<file path="src/lrr_pkg.sv">
/*
 * Package for the second-level cache replacement block: geometry,
 * reset values, request carrier and controller states.
 * Assumes a single clock domain and no software-visible registers.
 */
package lrr_pkg;

    localparam int ADDR_W        = 32;
    localparam int NUM_WAYS      = 4;
    localparam int WAY_W         = 2;
    localparam int AGE_W         = 2;
    localparam int LINE_OFF_BITS = 7;                 // 128-byte line: 4 sets span 512 bytes
    localparam int SET_W         = 6;
    localparam int NUM_SETS      = 64;
    localparam int GROUP_SETS    = 4;
    localparam int GROUP_W       = 2;
    localparam int MODE_W        = 2;
    localparam logic [7:0] AGE_RESET = 8'hE4;         // Way n starts with age n
    localparam logic [7:0] INV_ALL   = 8'h00;

    typedef enum logic [1:0]
    {
        LRR_SRC_CPU = 2'h0,
        LRR_SRC_DMA = 2'h1
    } lrr_src_t;

    typedef enum logic [1:0]
    {
        LRR_OP_ACCESS = 2'h0,
        LRR_OP_INV    = 2'h1,
        LRR_OP_WBINV  = 2'h2
    } lrr_op_t;

    typedef struct packed
    {
        lrr_src_t            src;
        lrr_op_t             op;
        logic [ADDR_W-1:0]   addr;
        logic [ADDR_W-1:0]   last;
    } lrr_req_t;

    typedef enum logic [1:0]
    {
        LRR_ST_IDLE = 2'b00,
        LRR_ST_BLK  = 2'b01,
        LRR_ST_WB   = 2'b11
    } lrr_state_t;

endpackage
</file>
<file path="src/lrr_age_upd.sv">
/*
 * Recency update for one set: promotes one way to most recent.
 * Assumes the ages held are a permutation of 0..3 (3 is most recent).
 */
`timescale 1ns/100ps
module lrr_age_upd
#(
    parameter int WAYS  = 4,
    parameter int AW    = 2
)
(
    input  wire logic [WAYS*AW-1:0] i_ages,
    input  wire logic [1:0]         i_way,
    output logic      [WAYS*AW-1:0] o_ages,
    output logic      [1:0]         o_lru_way
);

    logic [AW-1:0] hit_age;

    // Ages above the promoted way slide down by one
    always_comb
    begin
        hit_age   = i_ages[i_way*AW +: AW];
        o_ages    = i_ages;
        o_lru_way = 2'h0;
        for (int w = 0; w < WAYS; w++)
        begin
            if (i_ages[w*AW +: AW] > hit_age)
            begin
                o_ages[w*AW +: AW] = i_ages[w*AW +: AW] - 2'h1;
            end
            if (i_ages[w*AW +: AW] == 2'h0)
            begin
                o_lru_way = w[1:0];
            end
        end
        o_ages[i_way*AW +: AW] = 2'h3;
    end

endmodule

</file>
<file path="src/lrr_ctrl.sv">
/*
 * Replacement controller of a 4-way set-associative second-level cache:
 * recency tracking, victim choice, block invalidate commands.
 * Assumes tags are looked up outside and reported as hit and hit way;
 * requests come from the core or DMA on the same clock.
 */
`timescale 1ns/100ps
module lrr_ctrl
#(
    parameter int SETS = lrr_pkg::NUM_SETS
)
(
    input  wire logic              i_clock,
    input  wire logic              i_rst_n,
    input  wire logic              i_req_valid,
    output logic                   o_req_ready,
    input  wire lrr_pkg::lrr_req_t i_req,
    input  wire logic              i_hit,        // Tag lookup result for i_req
    input  wire logic [1:0]        i_hit_way,
    input  wire logic              i_alloc,      // Miss that needs a line
    input  wire logic              i_line_dirty, // Dirty flag of line being removed
    input  wire logic [1:0]        i_cache_mode, // Ways given to cache: 0 none .. 3 three of four
    input  wire logic              i_ram_base_sel,
    output logic                   o_victim_valid,
    output logic [1:0]             o_victim_way,
    output logic [5:0]             o_victim_set,
    output logic                   o_wb_valid,
    output logic [5:0]             o_wb_set,
    output logic [1:0]             o_wb_way,
    output logic                   o_is_ram,
    output logic                   o_blk_busy
);

    localparam int RW = lrr_pkg::GROUP_SETS * lrr_pkg::NUM_WAYS * lrr_pkg::AGE_W;
    localparam int SW = lrr_pkg::NUM_WAYS * lrr_pkg::AGE_W;

    // Recency rows, four sets each, and valid bits per set
    logic [RW-1:0]            age_mem [SETS/lrr_pkg::GROUP_SETS];
    logic [lrr_pkg::NUM_WAYS-1:0] vld_q [SETS];
    lrr_pkg::lrr_state_t      st_q;
    logic [lrr_pkg::ADDR_W-1:0] blk_q;
    logic [lrr_pkg::ADDR_W-1:0] blk_end_q;
    logic                     blk_wb_q;
    logic [1:0]               blk_way_q;
    logic [1:0]               vict_q;
    logic                     vict_v_q;
    logic [5:0]               vset_q;
    logic                     wb_v_q;
    logic [5:0]               wb_set_q;
    logic [1:0]               wb_way_q;
    logic                     init_q;
    logic [4:0]               init_row_q;

    // Set index from address; same for RAM and external addresses
    function automatic logic [5:0] set_of(input logic [lrr_pkg::ADDR_W-1:0] a);
        set_of = a[lrr_pkg::LINE_OFF_BITS +: lrr_pkg::SET_W];
    endfunction

    // Mapped RAM is the part of L2 not given to cache; top address nibble of zero picks L2
    function automatic logic ram_of(input logic [lrr_pkg::ADDR_W-1:0] a, input logic [1:0] m);
        ram_of = (a[31:28] == 4'h0) && (a[17:16] >= m);
    endfunction

    wire [5:0] req_set    = set_of(i_req.addr);
    wire [3:0] req_row    = req_set[5:2];
    wire [1:0] req_col    = req_set[1:0];
    wire       req_ram    = ram_of(i_req.addr, i_cache_mode);
    wire       acc_fire   = i_req_valid && o_req_ready && (i_req.op == lrr_pkg::LRR_OP_ACCESS);
    wire       cpu_cache  = acc_fire && (i_req.src == lrr_pkg::LRR_SRC_CPU) && !req_ram;
    wire       upd_hit    = cpu_cache && i_hit;
    wire       upd_alloc  = cpu_cache && !i_hit && i_alloc;
    wire [RW-1:0] row_q   = age_mem[req_row];
    wire [SW-1:0] set_age = row_q[req_col*SW +: SW];
    wire [3:0] set_vld    = vld_q[req_set];
    wire       has_inv    = ~&set_vld;
    logic [1:0] inv_way;
    wire [1:0] lru_way;
    wire [SW-1:0] new_age;
    wire [1:0] alloc_way  = has_inv ? inv_way : lru_way;
    wire [1:0] touch_way  = upd_hit ? i_hit_way : alloc_way;
    wire [5:0] bset       = set_of(blk_q);

    // Lowest invalid way
    always_comb
    begin
        inv_way = 2'h0;
        for (int w = lrr_pkg::NUM_WAYS - 1; w >= 0; w--)
        begin
            if (!set_vld[w])
            begin
                inv_way = w[1:0];
            end
        end
    end

    lrr_age_upd #(.WAYS(lrr_pkg::NUM_WAYS), .AW(lrr_pkg::AGE_W)) u_upd
    (
        .i_ages    (set_age),
        .i_way     (touch_way),
        .o_ages    (new_age),
        .o_lru_way (lru_way)
    );

    assign o_req_ready  = (st_q == lrr_pkg::LRR_ST_IDLE) && !init_q;
    assign o_blk_busy   = (st_q != lrr_pkg::LRR_ST_IDLE) || init_q;
    assign o_is_ram     = req_ram;
    assign o_victim_valid = vict_v_q;
    assign o_victim_way = vict_q;
    assign o_victim_set = vset_q;
    assign o_wb_valid   = wb_v_q;
    assign o_wb_set     = wb_set_q;
    assign o_wb_way     = wb_way_q;

    // Recency rows: whole rows during init, else only the touched set's slice is rewritten
    always_ff @(posedge i_clock)
    begin
        if (init_q)
        begin
            age_mem[init_row_q[3:0]] <= {lrr_pkg::GROUP_SETS{lrr_pkg::AGE_RESET}};
        end
        else if (upd_hit || upd_alloc)
        begin
            age_mem[req_row][req_col*SW +: SW] <= new_age;
        end
    end

    // Row initialisation after reset
    always_ff @(posedge i_clock)
    begin
        if (!i_rst_n)
        begin
            init_q     <= 1'b1;
            init_row_q <= 5'h00;
        end
        else if (init_q)
        begin
            init_row_q <= init_row_q + 5'h01;
            init_q     <= (init_row_q != 5'(SETS/lrr_pkg::GROUP_SETS - 1));
        end
    end

    // Valid bits: allocation sets, block commands clear
    always_ff @(posedge i_clock)
    begin
        if (!i_rst_n)
        begin
            for (int s = 0; s < SETS; s++)
            begin
                vld_q[s] <= lrr_pkg::INV_ALL[3:0];
            end
        end
        else if (upd_alloc)
        begin
            vld_q[req_set][alloc_way] <= 1'b1;
        end
        else if (st_q == lrr_pkg::LRR_ST_BLK && !(blk_wb_q && i_line_dirty && vld_q[bset][blk_way_q]))
        begin
            vld_q[bset][blk_way_q] <= 1'b0;
        end
    end

    // Victim report for the tag side
    always_ff @(posedge i_clock)
    begin
        if (!i_rst_n)
        begin
            vict_v_q <= 1'b0;
            vict_q   <= 2'h0;
            vset_q   <= 6'h00;
        end
        else
        begin
            vict_v_q <= upd_alloc;
            vict_q   <= alloc_way;
            vset_q   <= req_set;
        end
    end

    // Block command walker: every way of every set in range
    always_ff @(posedge i_clock)
    begin
        if (!i_rst_n)
        begin
            st_q      <= lrr_pkg::LRR_ST_IDLE;
            blk_q     <= 32'h0000_0000;
            blk_end_q <= 32'h0000_0000;
            blk_wb_q  <= 1'b0;
            blk_way_q <= 2'h0;
            wb_v_q    <= 1'b0;
            wb_set_q  <= 6'h00;
            wb_way_q  <= 2'h0;
        end
        else
        begin
            wb_v_q <= 1'b0;
            unique case (st_q)
                lrr_pkg::LRR_ST_IDLE:
                begin
                    if (i_req_valid && o_req_ready && i_req.op != lrr_pkg::LRR_OP_ACCESS)
                    begin
                        st_q      <= lrr_pkg::LRR_ST_BLK;
                        blk_q     <= i_req.addr;
                        blk_end_q <= i_req.last;
                        blk_wb_q  <= (i_req.op == lrr_pkg::LRR_OP_WBINV);
                        blk_way_q <= 2'h0;
                    end
                end
                lrr_pkg::LRR_ST_BLK:
                begin
                    if (blk_wb_q && i_line_dirty && vld_q[bset][blk_way_q])
                    begin
                        st_q     <= lrr_pkg::LRR_ST_WB;
                        wb_v_q   <= 1'b1;
                        wb_set_q <= bset;
                        wb_way_q <= blk_way_q;
                    end
                    else if (blk_way_q != 2'h3)
                    begin
                        blk_way_q <= blk_way_q + 2'h1;
                    end
                    else if (blk_q[31:7] >= blk_end_q[31:7])
                    begin
                        st_q <= lrr_pkg::LRR_ST_IDLE;
                    end
                    else
                    begin
                        blk_way_q <= 2'h0;
                        blk_q     <= blk_q + 32'h0000_0080;
                    end
                end
                lrr_pkg::LRR_ST_WB:
                begin
                    st_q <= lrr_pkg::LRR_ST_BLK;   // Line cleaned; dirty must drop next cycle
                end
                default:
                begin
                    st_q <= lrr_pkg::LRR_ST_IDLE;
                end
            endcase
        end
    end

    // Checks
    chk_dma_no_victim: assert property (@(posedge i_clock) disable iff (!i_rst_n)
        (acc_fire && i_req.src == lrr_pkg::LRR_SRC_DMA) |=> !o_victim_valid)
        else $error("DMA access produced a victim");
    chk_ram_no_victim: assert property (@(posedge i_clock) disable iff (!i_rst_n)
        (acc_fire && req_ram) |=> !o_victim_valid)
        else $error("RAM access produced a victim");
    chk_inv_first: assert property (@(posedge i_clock) disable iff (!i_rst_n)
        (upd_alloc && !set_vld[0]) |=> (o_victim_way == 2'h0))
        else $error("Invalid way 0 not chosen");
    chk_lru_evict: assert property (@(posedge i_clock) disable iff (!i_rst_n)
        (upd_alloc && &set_vld) |=> (o_victim_way == $past(lru_way)))
        else $error("Victim is not least recent way");
    chk_hit_mru: assert property (@(posedge i_clock) disable iff (!i_rst_n)
        upd_hit |-> (new_age[i_hit_way*2 +: 2] == 2'h3))
        else $error("Hit way not made most recent");
    chk_wb_then_blk: assert property (@(posedge i_clock) disable iff (!i_rst_n)
        o_wb_valid |-> (st_q == lrr_pkg::LRR_ST_WB) ##1 (st_q == lrr_pkg::LRR_ST_BLK))
        else $error("Writeback sequence broken");
    chk_busy_no_ready: assert property (@(posedge i_clock) disable iff (!i_rst_n)
        (i_req_valid && o_req_ready && i_req.op != lrr_pkg::LRR_OP_ACCESS) |=> (o_blk_busy && !o_req_ready))
        else $error("Block command did not stall requests");
    chk_set_index: assert property (@(posedge i_clock) disable iff (!i_rst_n)
        upd_alloc |=> (o_victim_set == $past(i_req.addr[12:7])))
        else $error("Wrong set index");

    cov_hit: cover property (@(posedge i_clock) disable iff (!i_rst_n) upd_hit);
    cov_full_evict: cover property (@(posedge i_clock) disable iff (!i_rst_n) upd_alloc && &set_vld);
    cov_wb: cover property (@(posedge i_clock) disable iff (!i_rst_n) o_wb_valid);

endmodule

</file>
<file path="config.mk">
export PLATFORM = sky130hd
export DESIGN_NAME = lrr_ctrl
export DESIGN_NICKNAME = d
export VERILOG_FILES = /design/src/lrr_pkg.sv /design/src/lrr_age_upd.sv /design/src/lrr_ctrl.sv
export SDC_FILE = /design/constraint.sdc
export NUM_CORES = 1
export LEC_CHECK = 0
export BUFFER_PORTS_ARGS = -buffer_cell sky130_fd_sc_hd__buf_2
export CAP_MARGIN = 0
export CELL_PAD_IN_SITES_DETAIL_PLACEMENT = 1
export CELL_PAD_IN_SITES_GLOBAL_PLACEMENT = 2
export CORE_AREA = 2 2 394 396
export CTS_CLUSTER_DIAMETER = 120
export DETAILED_ROUTE_END_ITERATION = 10
export DIE_AREA = 0 0 396 398
export GPL_ROUTABILITY_DRIVEN = 0
export PLACE_DENSITY_LB_ADDON = 0.05
export SKIP_LAST_GASP = 1
export SYNTH_ARGS = -nofsm -noshare
export SYNTH_HDL_FRONTEND = slang
export SYNTH_SLANG_ARGS = --single-unit
</file>
<file path="constraint.sdc">
create_clock -name i_clock -period 18.62 [get_ports i_clock]
set_input_delay 0.931 -clock i_clock [delete_from_list [all_inputs] [get_ports i_clock]]
set_output_delay 0.931 -clock i_clock [all_outputs]
set_load 0.01 [all_outputs]
</file>
; Word level (Yosys, flattened, before mapping)
; Memories as Yosys holds them, arrays and structs flattened. A register that Yosys moved wholly into a read port is not among the register bits.
; Cells that the tools add are included.
[op_classes]
addsub = 9
n_lt_le_gt_ge = 10
n_eq_ne = 12
shift = 6
muxes = 61
reduce_logical = 41
[ops]
columns = operator, n
row1 = $mux W32, 7
row2 = $pmux W32 S2, 1
row3 = $mux W2, 20
row4 = $neg A3 Y34, 1
row5 = $neg A5 Y34, 1
row6 = $shift A2 B34 Y8 const A, 1
row7 = $shift A8 B34 Y32 const A, 1
row8 = $shiftx A2 B34 Y8 const A, 1
row9 = $shiftx A8 B34 Y32, 1
row10 = $add A32 B8 Y32 const B, 1
row11 = $reduce_or A32 Y1, 1
row12 = $shiftx A32 B6 Y8, 1
row13 = $mux W4, 7
row14 = $ge A25 B25 Y1, 1
row15 = $mux W6, 4
row16 = $mux W1, 16
row17 = $logic_and A1 B1 Y1, 15
row18 = $logic_not A2 Y1, 6
row19 = $bwmux W8, 1
row20 = $gt A2 B2 Y1, 4
row21 = $ne A2 B2 Y1 const B, 4
row22 = $reduce_and A4 Y1, 2
row23 = $reduce_or A4 Y1, 2
row24 = $shiftx A8 B4 Y2, 1
row25 = 23 further kinds, 39
[word_totals]
register_bits = 93
ramBits = 768
input_bits = 79
output_inout_bits = 21
n_memories = 2
[memory_table]
columns = name, depth, word_bits, read_ports, rd_ports_with_merged_regs, wr, line_no
row1 = age_mem, 16, 32, 1, 0, 1, lrr_ctrl.sv:38  ; logic [RW-1:0] age_mem [SETS/lrr_pkg::GROUP_SETS];
row2 = vld_q, 64, 4, 2, 1, 64, lrr_ctrl.sv:39  ; logic [lrr_pkg::NUM_WAYS-1:0] vld_q [SETS];

; Longest topological paths before layout
; An unclocked memory read counts as a cell.
[depth]
ltp_word = 15
mapped_depth = 30
depth_no_buf = 23

; Hierarchy
; From an unflattened synthesis, not the netlist that was laid out.
[hier_totals]
cells_unflattened = 3047
hier_area_um2 = 42435.7
[modules_own_cells]
columns = module, n_inst, cells_each, area_per_inst_um2, seq_area_each_um2
row1 = lrr_ctrl, 1, 2989, 42001.5, 24763.8
row2 = lrr_age_upd, 1, 58, 434.2, 0.0

; Least setup slack after synthesis
; OpenSTA, ideal clock, no wires.
[synth_path]
path_type = input to register
from = input port i_req[41] (netlist name)
to = memory age_mem[0][14] (netlist name), data pin
setup_ns = 0.315
arrival_time_ns = 7.228
setup_slack_ns = 11.077
cell_stages = 26
n_path_buf = 6
path_cell_list = buf_2 buf_4 buf_2 buf_2 buf_2 clkbuf_1 mux4_2 mux4_2 nand2_1 nand3_1 o21ai_1 ha_1 nand2b_1 nor3b_1 a32oi_1 a21oi_1 o21ai_1 o21ai_0 nor2_1 a21oi_1 ha_1 or2_2 o2111a_1 o31a_1 a2111oi_2 nor2_1
[synth_via]
elab_chain_len = 14
[synth_lines]
columns = element, line_no
row1 = from (decl), lrr_ctrl.sv:17  ; input wire lrr_pkg::lrr_req_t i_req,
row2 = $mem_v2 Z16 W32, -
row3 = $shiftx A32 B6 Y8, lrr_ctrl.sv:73  ; wire [SW-1:0] set_age = row_q[req_col*SW +: SW];
row4 = $logic_not A2 Y1, lrr_age_upd.sv:32  ; if (i_ages[w*AW +: AW] == 2'h0)
row5 = $mux W1, lrr_age_upd.sv:32
row6 = $mux W2 (2 in a row), lrr_age_upd.sv:32
row7 = $mux W2, lrr_ctrl.sv:79  ; wire [1:0] alloc_way = has_inv ? inv_way : lru_way;
row8 = $mux W2, lrr_ctrl.sv:80  ; wire [1:0] touch_way = upd_hit ? i_hit_way : alloc_way;
row9 = $shiftx A8 B4 Y2, lrr_age_upd.sv:23  ; hit_age = i_ages[i_way*AW +: AW];
row10 = $gt A2 B2 Y1, lrr_age_upd.sv:28  ; if (i_ages[w*AW +: AW] > hit_age)
row11 = $mux W2, lrr_age_upd.sv:28
row12 = $bwmux W8 *, lrr_age_upd.sv:37  ; o_ages[i_way*AW +: AW] = 2'h3;
row13 = $shiftx A8 B34 Y32 *, lrr_ctrl.sv:123  ; age_mem[req_row][req_col*SW +: SW] <= new_age;
row14 = $mux W32 (no line) *, -
row15 = to (decl), lrr_ctrl.sv:38
; Mark *: on every way between the ends. The rest lies on a longest branch, timed or not.

; Worst setup path in the final report
[layout_path]
from = input port i_req[41] (netlist name)
to = memory age_mem[5][30] (netlist name), data pin
; Same word-level chain as after synthesis.

==> impl_metrics.csv <==
group,metric,value,unit
status,status,"finished, final reports clean",
worst_setup_path,r2r_setup_slack,10690,ps
finish,stdcell_count,5221,
clock_network,clk_latency,730,ps
finish,fin_nets,3223,
clock_network,clkTransAtPathRegs,60,ps
clock_network,cts_hold_buf,0,
timing,slew_viol_final,0,
worst_setup_path,critPathLaunch,"i_req[41]",
route,drt_wl_total,157400,µm
timing,skew,53.63,ps
clock_network,cts_num_sinks,853,
timing,min_period,9312,ps
route,ant_nets,0,
synthesis,syn_nets,3160,
placed_design,dpl-instance-area,0.04412,mm²
finish,fin_area,0.04743,mm²
route,vias,27026,
synthesis,synth_flop_cell,"edfxtp_1",
clock_network,cts_setup_buffers,0,
power,switching_share,25.10,%
route,drt_iter0_markers,1955,
run,drv_cap,0,
timing,fmax,107.4,MHz
timing,worst_pin_slew,1235,ps
timing,slew_headroom,17.42,%
route,viasPerCell,5.176,
finish,areaGrowthSynthToFinish,15.06,%
clock_network,root_buffer,"clkbuf_16",
synthesis,synth_edf_count,768,
clock_network,cts_made_buffers,103,
clock_network,tritoncts,"yes",
synthesis,syn_inst,3033,
worst_setup_path,start_kind,"primary input",
placed_design,place_inst,5035,
synthesis,synth_area,0.04122,mm²
synthesis,syn_avg_cell_area,13.59,µm²
worst_setup_path,critPathMaxFanout,87,
power,powerDensity,95.68,mW/mm²
synthesis,ys_types,70,
die,placeableCoreArea,0.1533,mm²
grt,grt-ovfl-total,0,
worst_setup_path,endpoint,"age_mem[5][30]",
die,pin_count,100,
worst_setup_path,r2r_cells,20,
power,p_int,0.003399,W
power,power.ir.vdd_worst,0.00007426,V
finish,layout-drive-gt1-share,21.32,%
die,start_util,26.88,%
worst_setup_path,r2r_end,"age_mem[5][30]",
grt,grt_pass1_wl,224000,µm
placed_design,numPortBuffers,84,
die,rows,144,
placed_design,place_hpwl,103500,µm
grt,grt_max_degree,119,
die,die_x,396,µm
worst_setup_path,r2r_start,"age_mem[11][20]",
grt,grt_pass1_vias,28782,
grt,grt_use_total,20.02,%
synthesis,synth-warning-count,0,
power,pwr-share-clk,44.2,%
timing,tns,0,ps
synthesis,ys_seq_area_share,60.08,%
timing,setup_viol,0,
clock_network,cts_resized,0,
timing,grt_setup_unrepaired,"false",
die,die_h,398,µm
grt,antenna_found_initial,5,
route,drtPass1Iterations,5,
route,wl_per_cell,30.15,µm
synthesis,synthArstFlopShare,0,%
worst_setup_path,critical_path_required,18900,ps
power,leakage,15.50,nW
worst_setup_path,crit_path_end_kind,"flip-flop",
power,seqPwrFrac,46.8,%
clock_network,clk_path_buf_depth,3,
synthesis,synth_seq_cells,853,
die,dieArea,0.1576,mm²
power,combPwrFrac,9.0,%
timing,finalCritPeriodShare,50.01,%
route,drc,0,
timing,finalHoldViolCount,0,
power,p_sw,0.001139,W
clock_network,htree_levels,3,
worst_hold_path,hp-class,"reg -> reg",
worst_setup_path,criticalPathCategory,"in -> reg",
worst_setup_path,cp.arrival,9590,ps
finish,fillCellCount,16207,
flip-flops by register name, summed over array words and instances, names as in the netlist, 2 cells and up, named ones only:
signal        count
vld_q           256
o_victim_way      2
blk_q            25
blk_end_q        25
st_q              2
blk_way_q         2
age_mem         512
o_wb_way          2
init_row_q        5
o_wb_set          6
o_victim_set      6
metal layers:
layer	GRT usage (%)	vias up	share of wire [%]
met5	0	-	0
met4	5.140	0	2.3
met3	2.475	187	3.8
met2	33.91	563	49
met1	27.13	14525	45
li1	-	11751	-
synth_stat cells, types with 32 or more instances:
cell type | count | area share [%]
nor2b_1 | 39 | 0.59
nand3_1 | 32 | 0.39
dfxtp_1 | 85 | 4.1
buf_2 | 59 | 0.72
nor2_1 | 600 | 5.5
nor3_1 | 89 | 1.1
nand2_1 | 205 | 1.9
ha_1 | 48 | 1.5
o21ai_0 | 47 | 0.57
a21oi_1 | 134 | 1.6
a22oi_1 | 36 | 0.66
edfxtp_1 | 768 | 56
a31oi_1 | 67 | 1.0
clkbuf_1 | 121 | 1.1
inv_1 | 54 | 0.49
mux4_2 | 298 | 16
mux2i_1 | 39 | 0.95
cells by family (layout without fill, tap and decap cells):
| family | count (synthesis) | in the layout | share of synthesized area (%) |
|---|---|---|---|
| and+or+nand+nor | 1064 | 1064 | 11.02 |
| DFF | 853 | 853 | 60.08 |
| AOI/OAI and AO/OA | 441 | 441 | 7.042 |
| muxes | 339 | 339 | 17.28 |
| buffers and inverters | 284 | 427 | 3.029 |
| adders and majority gates | 48 | 48 | 1.457 |
| xor gates and xnor gates | 4 | 4 | 0.08501 |
| other | 0 | 1 | 0 |
per-stage QoR:
step	utilization (%)	hold slack (ps)	worst slack, ps	power [W]
CTS	30.93	390.1	9235	0.004602
floorplan	-	436.3	11080	0.002404
global placement	28.77	454.6	8571	0.002572
global route	30.93	421.6	8681	0.004701
finish	30.93	457.2	9308	0.004538
detailed placement	28.77	452.5	8484	0.002580
critical path: stages:
cell	delay [ps]
buf_8	620
buf_12	650
mux4_2	590
mux4_2	500
nand2_1	140
nand3_1	270
o21ai_1	410
ha_1	320
nand2b_1	150
nor3b_1	200
a32oi_1	100
a21oi_1	600
o21ai_1	480
o21ai_0	280
nor2_1	60
a21oi_1	480
ha_1	360
or2_2	330
o2111a_1	260
o31a_1	270
a2111oi_4	880
nor2_1	510
worst min-delay path by stage:
| stage | from | end | slack (ps) | cells past startpoint |
|---|---|---|---|---|
| floorplan | blk_end_q[10] | blk_end_q[10] | 440 | 2 |
| global route | i_req[27] | blk_end_q[27] | 420 | 3 |
| global placement | blk_end_q[12] | blk_end_q[12] | 450 | 2 |
| finish | blk_end_q[26] | blk_end_q[26] | 460 | 2 |
| detailed placement | blk_end_q[26] | blk_end_q[26] | 450 | 2 |
| CTS | i_req[26] | blk_end_q[26] | 390 | 3 |
power by group through the flow:
stage	clock network, W	logic, W	registers (W)
5_1_grt	0.00213	0.000438	0.00213
3_5_place_dp	0	0.000413	0.00217
3_3_place_gp	0	0.000408	0.00216
6_report	0.00201	0.000407	0.00213
2_1_floorplan	0	0.000248	0.00216
4_1_cts	0.00206	0.000415	0.00213
placed cells by master (no fill, tap or decap), types with 12 or more instances in the layout:
cell and count:
edfxtp_1 768, nor2_1 600, mux4_2 298, nand2_1 205, a21oi_1 133, clkbuf_16 105, buf_4 103, nor3_1 88
dfxtp_1 82, buf_2 77, a31oi_1 67, inv_1 54, ha_1 48, o21ai_0 46, nor2b_1 39, mux2i_1 39
a22oi_1 36, nand3_1 32, clkbuf_1 28, clkinv_1 22, and2_1 21, o31ai_1 18, o21ai_2 18, o21a_1 15
a211oi_1 15, o2111ai_1 15, a21o_1 12, clkinv_2 12
layout make-up:
| type | count | area [µm²] | share of cell area, % |
|---|---|---|---|
| Clock buffer | 134 | 2746 | 5.790 |
| Antenna cell | 1 | 2.502 | 0.005276 |
| Clock inverter | 51 | 564.3 | 1.190 |
| Sequential cell | 853 | 24770 | 52.23 |
| Inverter | 57 | 216.5 | 0.4564 |
| Tap cell | 2044 | 2557 | 5.392 |
| Multi-Input combinational cell | 1896 | 15330 | 32.32 |
| Timing Repair Buffer | 185 | 1239 | 2.612 |
Power figures use the tool's default switching activity.
